### config.mk
export PLATFORM = sky130hd
export DESIGN_NAME = function_block_n
export DESIGN_NICKNAME = d
export VERILOG_FILES = /design/src/design/mdet_pkg.sv /design/src/design/function_block_n.sv
export SDC_FILE = /design/constraint.sdc
export NUM_CORES = 1
export LEC_CHECK = 0
export BUFFER_PORTS_ARGS = -buffer_cell sky130_fd_sc_hd__buf_4
export CELL_PAD_IN_SITES_DETAIL_PLACEMENT = 1
export CELL_PAD_IN_SITES_GLOBAL_PLACEMENT = 1
export CORE_MARGIN = 4
export CORE_UTILIZATION = 41
export CTS_BUF_LIST = sky130_fd_sc_hd__clkbuf_2 sky130_fd_sc_hd__clkbuf_4 sky130_fd_sc_hd__clkbuf_8
export DETAILED_ROUTE_END_ITERATION = 8
export GPL_ROUTABILITY_DRIVEN = 0
export MAX_ROUTING_LAYER = met4
export PLACE_DENSITY_LB_ADDON = 0.08
export SYNTH_ARGS = -nofsm -noshare
export SYNTH_HDL_FRONTEND = slang
export SYNTH_SLANG_ARGS = --single-unit
### constraint.sdc
create_clock -name mclk -period 14.2 [get_ports mclk]
set_input_delay 2.84 -clock mclk [delete_from_list [all_inputs] [get_ports mclk]]
set_output_delay 2.84 -clock mclk [all_outputs]
set_load 0.01 [all_outputs]
### src/design/mdet_pkg.sv
// shared types and constants of the motion detection function block
package mdet_pkg;
    localparam int unsigned CLK_HZ      = 100_000_000;
    localparam int unsigned DELAY_S     = 10;
    // kept under 43 s so the cycle count still fits a 32-bit counter
    localparam int unsigned STAIR_S     = 40;
    localparam int unsigned DELAY_CYC   = DELAY_S * CLK_HZ;
    localparam int unsigned STAIR_CYC   = STAIR_S * CLK_HZ;
    localparam logic [7:0]  REG_CMD     = 8'h00;
    localparam logic [7:0]  REG_EXT_LUX = 8'h04;
    localparam logic [7:0]  REG_STATUS  = 8'h08;
    localparam int unsigned CMD_ON      = 0;
    localparam int unsigned CMD_OFF     = 1;
    localparam int unsigned CMD_EXT     = 2;
    localparam int unsigned CMD_DIS     = 3;
    localparam logic [7:0]  MAX_PCT     = 8'h64;
    localparam logic [7:0]  MAX_SCENE   = 8'h40;
    localparam logic [7:0]  MAX_TEMP    = 8'h28;
    localparam logic [7:0]  MAX_LUXSTEP = 8'h28;
    localparam logic [7:0]  MAX_HVAC    = 8'h04;
    localparam logic [7:0]  LUX_STEP    = 8'h32;
    localparam logic [4:0]  WEIGHT_FULL = 5'h10;

    typedef enum logic [1:0] {
        MODE_AUTO       = 2'b00,
        MODE_MAN_START  = 2'b01,
        MODE_MAN_END    = 2'b10
    } op_mode_t;

    typedef enum logic [1:0] {
        APP_DETECTOR    = 2'b00,
        APP_CEILING     = 2'b01,
        APP_PRESENCE    = 2'b10,
        APP_LIGHT_CTRL  = 2'b11
    } app_t;

    typedef enum logic [1:0] {
        ROLE_SINGLE     = 2'b00,
        ROLE_MAIN       = 2'b01,
        ROLE_EXTENSION  = 2'b10
    } role_t;

    typedef enum logic [1:0] {
        BSRC_INTERNAL   = 2'b00,
        BSRC_EXTERNAL   = 2'b01,
        BSRC_MIXED      = 2'b10
    } bsrc_t;

    typedef enum logic [3:0] {
        FN_NONE         = 4'h0,
        FN_SWITCH       = 4'h1,
        FN_STAIRCASE    = 4'h2,
        FN_FORCED       = 4'h3,
        FN_DIM          = 4'h4,
        FN_SCENE        = 4'h5,
        FN_TEMP         = 4'h6,
        FN_LUX          = 4'h7,
        FN_HVAC         = 4'h8
    } out_fn_t;

    typedef enum logic [1:0] {
        ST_IDLE         = 2'b00,
        ST_ARM_WAIT     = 2'b01,
        ST_ACTIVE       = 2'b10,
        ST_DISABLED     = 2'b11
    } det_st_t;

    typedef struct packed {
        out_fn_t    func;
        logic [7:0] on_sel;
        logic [7:0] off_sel;
    } out_cfg_t;

    typedef struct packed {
        op_mode_t    mode;
        app_t        app;
        role_t       role;
        logic [2:0]  sectors;
        bsrc_t       bsrc;
        logic [4:0]  weight_int;
        logic        bright_dep;
        logic        ext_bright_dep;
        logic [15:0] dark_level;
        logic        dis_on;
        out_cfg_t    out0;
        out_cfg_t    out1;
    } fb_cfg_t;

    typedef struct packed {
        logic        valid;
        logic        chan;
        logic [1:0]  size;
        logic [15:0] data;
    } telegram_t;
endpackage

### src/design/function_block_n.sv
// motion detection function block: sequencing, brightness and telegrams
// Contract
// - three modes: auto on/auto off, manual on/auto off, auto on/manual off.
// - external motion acts like sensor motion; extensions ignore it.
// - manual ON starts a detection, sends start telegrams, starts the delay.
// - manual OFF during detection cancels, stops delay, sends end, goes idle.
// - disable input forces disable action; normal operation resumes on release.
// - manual-start mode ignores motion until manual ON, which starts detection.
// - manual-start detection ends by delay or OFF; then a new ON is needed.
// - manual-end mode starts no delay; only manual OFF ends the detection.
// - manual-end mode is not allowed with the light-control application.
// - two outputs, each configured; no function means no output at all.
// - switching sends one-bit on/off; staircase repeats the on value at intervals.
// - forced position sends two-bit priority values.
// - dimming sends one-byte percent scaled to full range.
// - scene sends one-byte scene numbers one to sixty-four.
// - temperature sends two-byte float, zero to forty degrees, one-degree steps.
// - brightness sends two-byte float lux, zero to 2000, 50-lux steps.
// - controller mode sends one-byte heating mode codes.
// - detector uses only output one as switching; extension has no outputs.
// - three sectors, chosen per block, ORed into one motion signal.
// - brightness is internal, external, or a static weighted mix.
// - without a valid value run brightness-independent; single value unweighted.
// - without motion, presence drops at delay expiry, then end telegrams.
//
// Strobed register access and the register addresses were decided locally.
`timescale 1ns/1ps
module function_block_n
    import mdet_pkg::*;
#(
    parameter int unsigned DELAY_CYCLES = DELAY_CYC,
    parameter int unsigned STAIR_CYCLES = STAIR_CYC
) (
    input  wire logic        mclk,
    input  wire logic        rst,
    input  wire fb_cfg_t     cfg_in,
    input  wire logic [2:0]  pir_motion,
    input  wire logic [15:0] int_lux,
    input  wire logic        int_lux_valid,
    input  wire logic [7:0]  addr,
    input  wire logic [31:0] wdata,
    input  wire logic        wr_stb,
    input  wire logic        rd_stb,
    output logic [31:0]      rdata,
    output telegram_t        tg_out,
    output logic             presence
);
    generate
        if (DELAY_CYCLES < 1 || STAIR_CYCLES < 1) begin : g_chk
            $error("delay counts must be at least one cycle");
        end
    endgenerate

    typedef struct packed {
        det_st_t     st;
        fb_cfg_t     cfg;
        logic        cfg_ld;
        logic [31:0] timer;
        logic [31:0] stair;
        logic [1:0]  pend;
        logic [1:0]  pend_on;
        logic        dis;
        logic [15:0] ext_lux;
        logic        ext_valid;
        telegram_t   tg;
        logic [31:0] rdata;
    } fb_state_t;

    fb_state_t s;
    fb_state_t next_s;

    // dpt 9 float from a value in hundredths
    function automatic logic [15:0] to_f16(input logic [31:0] centi);
        logic [31:0] m;
        logic [3:0]  e;
        m = centi;
        e = 4'h0;
        for (int i = 0; i < 15; i++) begin
            if (m > 32'd2047) begin
                m = m >> 1;
                e = e + 4'h1;
            end
        end
        return {1'b0, e, m[10:0]};
    endfunction

    function automatic logic [7:0] clamp(input logic [7:0] v,
                                         input logic [7:0] hi);
        return (v > hi) ? hi : v;
    endfunction

    // value and size of one telegram
    function automatic logic [17:0] encode(input out_fn_t f,
                                           input logic [7:0] sel,
                                           input logic on);
        logic [7:0]  c;
        logic [15:0] pct;
        c   = 8'h00;
        pct = 16'h0000;
        unique case (f)
            FN_SWITCH, FN_STAIRCASE:
                return {2'b00, 15'h0000, on};
            FN_FORCED:
                return {2'b00, 14'h0000, 1'b1, on};
            FN_DIM: begin
                c   = clamp(sel, MAX_PCT);
                pct = (16'(c) * 16'd255 + 16'd50) / 16'd100;
                return {2'b01, 8'h00, pct[7:0]};
            end
            FN_SCENE: begin
                c = clamp(sel, MAX_SCENE);
                c = (c == 8'h00) ? 8'h00 : c - 8'h01;
                return {2'b01, 8'h00, c};
            end
            FN_TEMP: begin
                c = clamp(sel, MAX_TEMP);
                return {2'b10, to_f16(32'(c) * 32'd100)};
            end
            FN_LUX: begin
                c = clamp(sel, MAX_LUXSTEP);
                return {2'b10,
                        to_f16(32'(c) * 32'(LUX_STEP) * 32'd100)};
            end
            FN_HVAC:
                return {2'b01, 8'h00, clamp(sel, MAX_HVAC)};
            default:
                return 18'h00000;
        endcase
    endfunction

    logic [15:0] eff_lux;
    logic        lux_ok;
    logic        dark;
    logic        sens_mot;
    logic        ext_mot;
    logic        motion;
    logic        cmd_wr;
    logic        man_on;
    logic        man_off;
    logic        dis_in;
    logic [19:0] mix;
    logic [17:0] enc;
    out_cfg_t    oc;
    logic        ev_start;
    logic        ev_end;
    logic        ev_disable;

    // weighted mix only when both sources hold a value
    always_comb begin
        mix = 20'(int_lux) * 20'(s.cfg.weight_int)
            + 20'(s.ext_lux) * 20'(WEIGHT_FULL - s.cfg.weight_int);
        unique case (s.cfg.bsrc)
            BSRC_INTERNAL: begin
                eff_lux = int_lux;
                lux_ok  = int_lux_valid;
            end
            BSRC_EXTERNAL: begin
                eff_lux = s.ext_lux;
                lux_ok  = s.ext_valid;
            end
            default: begin
                lux_ok = int_lux_valid | s.ext_valid;
                if (int_lux_valid && s.ext_valid) begin
                    eff_lux = mix[19:4];
                end else if (s.ext_valid) begin
                    eff_lux = s.ext_lux;
                end else begin
                    eff_lux = int_lux;
                end
            end
        endcase
        // no valid value yet: treat as dark, i.e. brightness-independent
        dark = !s.cfg.bright_dep || !lux_ok
            || (eff_lux < s.cfg.dark_level);
    end

    assign cmd_wr   = wr_stb && addr == REG_CMD;
    assign man_on   = cmd_wr && wdata[CMD_ON];
    assign man_off  = cmd_wr && wdata[CMD_OFF] && !wdata[CMD_ON];
    assign dis_in   = cmd_wr ? wdata[CMD_DIS] : s.dis;
    assign sens_mot = |(pir_motion & s.cfg.sectors) && dark;
    assign ext_mot  = cmd_wr && wdata[CMD_EXT]
                   && s.cfg.role != ROLE_EXTENSION
                   && (dark || !s.cfg.ext_bright_dep);
    assign motion   = sens_mot || ext_mot;

    always_comb begin
        next_s     = s;
        ev_start   = 1'b0;
        ev_end     = 1'b0;
        ev_disable = 1'b0;
        enc        = 18'h00000;
        oc         = s.cfg.out0;
        next_s.dis = dis_in;
        if (!s.cfg_ld) begin
            next_s.cfg    = cfg_in;
            next_s.cfg_ld = 1'b1;
            if (cfg_in.mode == MODE_MAN_END
                && cfg_in.app == APP_LIGHT_CTRL) begin
                next_s.cfg.mode = MODE_AUTO;
            end
            if (cfg_in.app == APP_DETECTOR) begin
                next_s.cfg.out0.func = FN_SWITCH;
                next_s.cfg.out1.func = FN_NONE;
                next_s.cfg.bright_dep = 1'b0;
            end
            if (cfg_in.role == ROLE_EXTENSION) begin
                next_s.cfg.out0.func = FN_NONE;
                next_s.cfg.out1.func = FN_NONE;
            end
            next_s.st = (cfg_in.mode == MODE_MAN_START)
                      ? ST_ARM_WAIT : ST_IDLE;
        end else if (dis_in) begin
            if (s.st != ST_DISABLED) begin
                ev_disable = 1'b1;
            end
            next_s.st    = ST_DISABLED;
            next_s.timer = 32'h0;
        end else begin
            unique case (s.st)
                ST_DISABLED: begin
                    next_s.st = (s.cfg.mode == MODE_MAN_START)
                              ? ST_ARM_WAIT : ST_IDLE;
                end
                ST_ARM_WAIT: begin
                    if (man_on) begin
                        ev_start     = 1'b1;
                        next_s.st    = ST_ACTIVE;
                        next_s.timer = DELAY_CYCLES;
                    end
                end
                ST_IDLE: begin
                    if (man_on || motion) begin
                        ev_start     = 1'b1;
                        next_s.st    = ST_ACTIVE;
                        next_s.timer = (s.cfg.mode == MODE_MAN_END)
                                     ? 32'h0 : DELAY_CYCLES;
                    end
                end
                ST_ACTIVE: begin
                    if (man_off) begin
                        ev_end       = 1'b1;
                        next_s.timer = 32'h0;
                    end else if (s.cfg.mode == MODE_MAN_END) begin
                        next_s.timer = 32'h0;
                    end else if (motion || man_on) begin
                        next_s.timer = DELAY_CYCLES;
                    end else if (s.timer <= 32'h1) begin
                        ev_end       = 1'b1;
                        next_s.timer = 32'h0;
                    end else begin
                        next_s.timer = s.timer - 32'h1;
                    end
                    if (ev_end) begin
                        next_s.st = (s.cfg.mode == MODE_MAN_START)
                                  ? ST_ARM_WAIT : ST_IDLE;
                    end
                end
            endcase
        end
        // drain first, so a request raised in the same cycle is kept
        // one telegram per cycle, out0 before out1
        next_s.tg.valid = 1'b0;
        for (int i = 1; i >= 0; i--) begin
            oc = (i == 0) ? s.cfg.out0 : s.cfg.out1;
            if (s.pend[i] && !(i == 1 && s.pend[0])) begin
                enc = encode(oc.func,
                             s.pend_on[i] ? oc.on_sel : oc.off_sel,
                             s.pend_on[i]);
                next_s.tg.valid = 1'b1;
                next_s.tg.chan  = 1'(i);
                next_s.tg.size  = enc[17:16];
                next_s.tg.data  = enc[15:0];
                next_s.pend[i]  = 1'b0;
            end
        end
        // staircase retrigger while presence holds
        if (s.st == ST_ACTIVE && !ev_end && !dis_in) begin
            if (s.stair <= 32'h1) begin
                next_s.stair = STAIR_CYCLES;
                for (int i = 0; i < 2; i++) begin
                    oc = (i == 0) ? s.cfg.out0 : s.cfg.out1;
                    if (oc.func == FN_STAIRCASE) begin
                        next_s.pend[i]    = 1'b1;
                        next_s.pend_on[i] = 1'b1;
                    end
                end
            end else begin
                next_s.stair = s.stair - 32'h1;
            end
        end else begin
            next_s.stair = STAIR_CYCLES;
        end
        if (ev_start || ev_end || ev_disable) begin
            for (int i = 0; i < 2; i++) begin
                oc = (i == 0) ? s.cfg.out0 : s.cfg.out1;
                if (oc.func != FN_NONE) begin
                    next_s.pend[i]    = 1'b1;
                    next_s.pend_on[i] = ev_start
                                     || (ev_disable && s.cfg.dis_on);
                end
            end
        end
        if (wr_stb && addr == REG_EXT_LUX) begin
            next_s.ext_lux   = wdata[15:0];
            next_s.ext_valid = 1'b1;
        end
        next_s.rdata = 32'h0;
        if (rd_stb && addr == REG_STATUS) begin
            next_s.rdata = {eff_lux, 10'h000, int_lux_valid, s.ext_valid,
                            s.dis, s.st == ST_ACTIVE, s.st};
        end
    end

    always_ff @(posedge mclk or posedge rst) begin
        if (rst) begin
            s <= '0;
        end else begin
            s <= next_s;
        end
    end

    assign rdata    = s.rdata;
    assign tg_out   = s.tg;
    assign presence = s.st == ST_ACTIVE;
endmodule

Word-level counts from Yosys, hierarchy flattened

Index checks and enable logic that the tools add are counted.

Flip-flop bits (word level): 214
Latch bits: 0
Bits in writable memories: 0
Bits in read-only memories: 0
Bits of input ports: 139
Output and inout bits: 53
Word-level logic and storage cells: 680
Memories: 0

$add $sub $neg: 64
Multipliers: 10
Divide/modulo/power cells: 2
Magnitude comparators: 71
Equality and inequality tests: 35
Shifts and indexed selects: 0
Mux-type cells: 421
Bitwise gates (word level): 2
Reductions and logical operators: 46

Operators by type and width:

| operator              | number |
|---|---|
| $mux 32               | 174 |
| $gt 32x11->1 const B  | 56 |
| $mux 4                | 175 |
| $pmux 18 s7           | 2 |
| $add 4x1->4 const B   | 56 |
| $mux 8                | 12 |
| $pmux 32 s3           | 1 |
| $le 32x1->1 const B   | 2 |
| $sub 32x1->32 const B | 2 |
| $mul 8x5->13 const B  | 4 |
| $mux 11               | 4 |
| $gt 21x11->1 const B  | 2 |
| $mux 21               | 2 |
| $mux 20               | 2 |
| $mul 13x5->18 const B | 2 |
| $mux 1                | 34 |
| $add 16x6->16 const B | 2 |
| $div 16x7->16 const B | 2 |
| $eq 4x3->1 const B    | 8 |
| $gt 8x7->1 const B    | 4 |
| $mul 8x8->16 const B  | 2 |
| $mux 16               | 2 |
| $pmux 16 s2           | 1 |
| $gt 15x11->1 const B  | 2 |
| other kinds (37)      | 98 |

Logic depth before layout (Yosys ltp)

Depth after elaboration: 66
Depth in mapped cells: 64

Worst setup path after synthesis

OpenSTA, ideal clock, no wires.

Path kind: register -> register
Start: reg s[70] (netlist bit)
End: reg s (netlist bit tg_out[14])
Setup time: 0.126 ns
Arrival time: 13.631 ns
Required time: 14.074 ns
Path slack: 0.443 ns
Stages on the path, launching flop included: 62
Clock period less this slack: 13.757 ns
Cells stage by stage: dfrtp_1 clkbuf_1 buf_1 mux2_2 a21oi_1 o21ai_1 nor2_1 ha_1 ha_1 ha_1 inv_1 fa_1 inv_1 a21oi_1 o21bai_1 xor2_1 ha_1 ha_1 [26 not listed] mux2_2 ha_1 mux2_2 ha_1 nand2_1 nand2_1 ha_1 nand2_1 nand3_1 o21ai_0 xor2_1 nor2_1 a21oi_1 xor2_1 xnor2_1 o22ai_1 a221oi_1 nor2_1

Cells in the longest elaborated chain, start to end: 65

Ends and longest elaborated chain:

| what                                        | RTL line                                         | source |
|---|---|---|
| start, declared                             | function_block_n.sv:69                           | `fb_state_t s;` |
| start signal, assigned                      | function_block_n.sv:319                          | `s <= next_s;` |
| $mux 8 *                                    | function_block_n.sv:268                          | `s.pend_on[i] ? oc.on_sel : oc.off_sel,` |
| $gt 8x6->1                                  | function_block_n.sv:89                           | `return (v > hi) ? hi : v;` |
| $mux 8 *                                    | function_block_n.sv:89                           |  |
| $mul 8x5->13                                | function_block_n.sv:117, function_block_n.sv:122 |  |
| $mul 13x5->18                               | function_block_n.sv:122                          | `to_f16(32'(c) * 32'(LUX_STEP) * 32'd100)};` |
| $gt 21x11->1                                | function_block_n.sv:79                           | `if (m > 32'd2047) begin` |
| $mux 21 or $mux 1 (tied branches)           | function_block_n.sv:79                           |  |
| $mux 32 or $mux 4 (tied branches)           | function_block_n.sv:100                          | `unique case (f)` |
| [49 not listed]                             | -                                                |  |
| $gt 32x11->1 or $add 4x1->4 (tied branches) | function_block_n.sv:79, function_block_n.sv:81   |  |
| $mux 32 or $mux 4 (tied branches)           | function_block_n.sv:79                           |  |
| $mux 32 or $mux 4 (tied branches)           | function_block_n.sv:100                          |  |
| $mux 32 or $mux 4 (tied branches)           | function_block_n.sv:266                          | `if (s.pend[i] && !(i == 1 && s.pend[0])) begin` |
| $gt 32x11->1 or $add 4x1->4 (tied branches) | function_block_n.sv:79, function_block_n.sv:81   |  |
| $mux 4                                      | function_block_n.sv:79                           |  |
| $pmux 18 s7 *                               | function_block_n.sv:100                          |  |
| $mux 20 *                                   | function_block_n.sv:266                          |  |

Mark *: on every way between the ends. The rest lies on a longest branch, timed or not. The select of a mux whose other input is x is not followed.
A chain may end at the register's enable or synchronous reset.

Worst setup path in the final report

Start: reg s[71] (netlist bit)
End: reg s (netlist bit tg_out[1])

Cells in the longest elaborated chain, start to end: 66

Ends and longest elaborated chain:

| what                   | RTL line |
|---|---|
| $mux 8 *               | function_block_n.sv:268 |
| $gt 8x6->1             | function_block_n.sv:89 |
| $mux 8                 | function_block_n.sv:89 |
| $mul 8x5->13           | function_block_n.sv:117, function_block_n.sv:122 |
| $mul 13x5->18          | function_block_n.sv:122 |
| $gt 21x11->1           | function_block_n.sv:79 |
| $mux 21                | function_block_n.sv:79 |
| $mux 32                | function_block_n.sv:100 |
| [49 not listed]        | - |
| $gt 32x11->1           | function_block_n.sv:79 |
| $mux 32                | function_block_n.sv:79 |
| $mux 32                | function_block_n.sv:100 |
| $mux 32                | function_block_n.sv:266 |
| $gt 32x11->1           | function_block_n.sv:79 |
| $mux 11                | function_block_n.sv:79 |
| $pmux 18 s7 *          | function_block_n.sv:100 |
| $mux 20 * (2 in a row) | function_block_n.sv:266 |

Marked as above.

==> metrics.cfg <==
[global_route]
antenna_found_initial=3
grt_pass1_vias=34299
grt_pass1_wl_mm=191.5
grt_remaining_overflow=0
grt_usage_pct=26.52
grt_max_degree=81

[sta]
fin_crit_ns=13.53
finalCritPeriodShare_pct=95.26
setup_viol=0
slew_headroom_pct=-4.423
tightest_slew_ns=1.554
fin_skew_ns=0.06662
hold_viol_final=0
slew_viol_final=31
max_freq_mhz=73.93

[floorplan]
fp.dieW_microns=303.4
fp.dieH_microns=303.4
core_sq_mm=0.08662
die_area_sq_mm=0.09203
initial_core_util_pct=41.30
ioPinCount=192
row_count=108

[critical_path]
regToRegSetupSlack_ns=0.67
start_kind=flip-flop
ff2ff_path_depth=44
worstPathMaxFanout=10
r2r-end=tg_out[1]
endpoint=tg_out[1]
cpMostUsedCell=fa_1
arrival_ns=14.05
r2r_start=s[71]
path_class=reg -> reg
critPathMaxStageDelay_ns=0.55
required_ns=14.72
cp_slowest_cell=fa_1
endpoint_kind=flip-flop
worstSetupStartpoint=s[71]

[routing]
wl_per_cell_microns=20.42
viasPerCell=5.766
firstDrtPassIters=7
drt_iter0_markers=1938
wirelength_mm=118.9
ant_nets=0
via_count=33587
drcViolationCount=0

[job]
cap_violations=0

[cts]
insertion_delay_ns=0.67
cts_sinks=203
cts.htree.levels=2
clockBufferDepth=3
cts-root-buf=clkbuf_8
cts_hold_buf=0
clkSlewWorstSetupHoldPaths_ns=0.06
cts_made_buffers=40
cts_tree=done

[logic_synthesis]
synth_async_sr_flop_share_pct=100.0
synth_area_sq_mm=0.03577
yosysUniqueCellTypes=123
synth_cells=4503
synth_flop_cell=dfrtp_1
synthTopCellsByArea=dfrtp_1 14%, fa_1 12%, ha_1 11%
ys_ff_latch=203
synth_warnings=0
postSynthAreaPerCell_sq_um=7.943
synth_edf_count=0
synth_top_area_share_pct=14.20
ys_seq_area_share_pct=14.20
post-synth-top-area-cell=dfrtp_1

[finish]
nets=5313
final_core_util_pct=45.82
area_delta_synth_final_pct=10.96
fillCellCount=10602
mostFrequentLayoutCells=438 x nand2_1, 388 x inv_1, 359 x nor2_1
drive_gt1_share_pct=13.97
mostFrequentLayoutCell=nand2_1

[placed_design]
dp_hpwl_mm=95.74
io_buffer_count=164

[worst_hold_path]
hp-class=reg -> reg

[run_status]
outcome=finished, violations left
violations=slew limit

[metrics by stage]
| stage | worst slack (ns) | TNS [ns] | hold WS (ns) | instances | instance area [sq um] |
|---|---|---|---|---|---|
| floorplan | 0.4435 | 0 | 0.4400 | 4539 | 35900 |
| global placement | 0.3431 | 0 | 0.4641 | 5752 | 38500 |
| detailed placement | 0.1203 | 0 | 0.4803 | 5752 | 38500 |
| CTS | 0.04142 | 0 | 0.4957 | 5821 | 39440 |
| global route | -0.04976 | -0.1059 | 0.5198 | 5824 | 39690 |
| finish | 0.6732 | 0 | 0.4911 | 5825 | 39690 |
[area by class of cell]
class | instances | area, sq um | area share [%]
inverters | 395 | 1490 | 3.754
clock inverters | 13 | 220.2 | 0.5548
diodes | 2 | 5.005 | 0.01261
clock buffers | 56 | 726.9 | 1.832
multi-input cells | 3694 | 28410 | 71.58
flip-flops and latches | 203 | 5086 | 12.81
repair buffers | 307 | 2305 | 5.807
well taps | 1155 | 1445 | 3.641
[worst min-delay path by stage]
stage / startpoint / to / slack (ns) / cells past startpoint
finish: s[209] / s[209] / 0.49 / 2
global route: tg_out[11] / tg_out[11] / 0.52 / 1
CTS: s[209] / s[209] / 0.50 / 2
detailed placement: s[213] / s[213] / 0.48 / 2
global placement: tg_out[7] / tg_out[7] / 0.46 / 2
floorplan: tg_out[13] / tg_out[13] / 0.44 / 2
[critical path, delay by kind of cell, from the launching register on]
family	cells	cell delay, ns
buffers and inverters	6	0.99
adder cells (fa/ha/maj)	5	2.50
AND/OR/NAND/NOR	12	3.00
multiplexers	2	0.86
AO/OA/AOI/OAI	19	5.60
flip-flops	1	0.44
[flip-flops by register name, indices dropped and copies added (netlist names)]
register	count
rdata	22
s	162
tg_out	19
[what timing repair did]
action                     4_1_cts  5_1_grt
buffers inserted                 0        2
gates resized for setup          0       57
setup endpoints to repair        0        5
[cells in the mapped netlist (53+ instances only)]
library cell,instances
a211oi_1,89
a21oi_1,278
and2_1,116
buf_4,53
clkbuf_1,162
dfrtp_1,203
fa_1,212
ha_1,321
inv_1,391
mux2_2,117
mux2i_1,99
nand2_1,438
nand3_1,96
nor2_1,362
nor2b_1,59
nor3_1,113
o21ai_0,238
xnor2_1,181
xor2_1,81
[cell families (layout without fill, tap and decap cells)]
| kind of cell | Yosys count | count (layout) | synth area share, % |
|---|---|---|---|
| XOR/XNOR | 265 | 265 | 6.583 |
| flip-flops | 203 | 203 | 14.20 |
| AND/OR/NAND/NOR | 1479 | 1479 | 20.00 |
| AO/OA/AOI/OAI | 1158 | 1158 | 22.00 |
| buffers and inverters | 642 | 771 | 7.451 |
| multiplexers | 220 | 220 | 6.625 |
| adder cells (fa/ha/maj) | 534 | 534 | 23.12 |
| other | 2 | 40 | 0.02100 |
[per-layer routing]
metal  track usage [%]  vias to the layer above  routed length (microns)
li1                  -                    16149                        -
met1             38.25                    16789                    59210
met2             41.44                      563                    53750
met3             2.005                       86                     4182
met4             4.687                        0                     1799
met5                 -                        -                        0
Power is left out: the tool's default activity adds up to more than one toggle a clock period on the data nets, which glitch-free logic cannot reach.
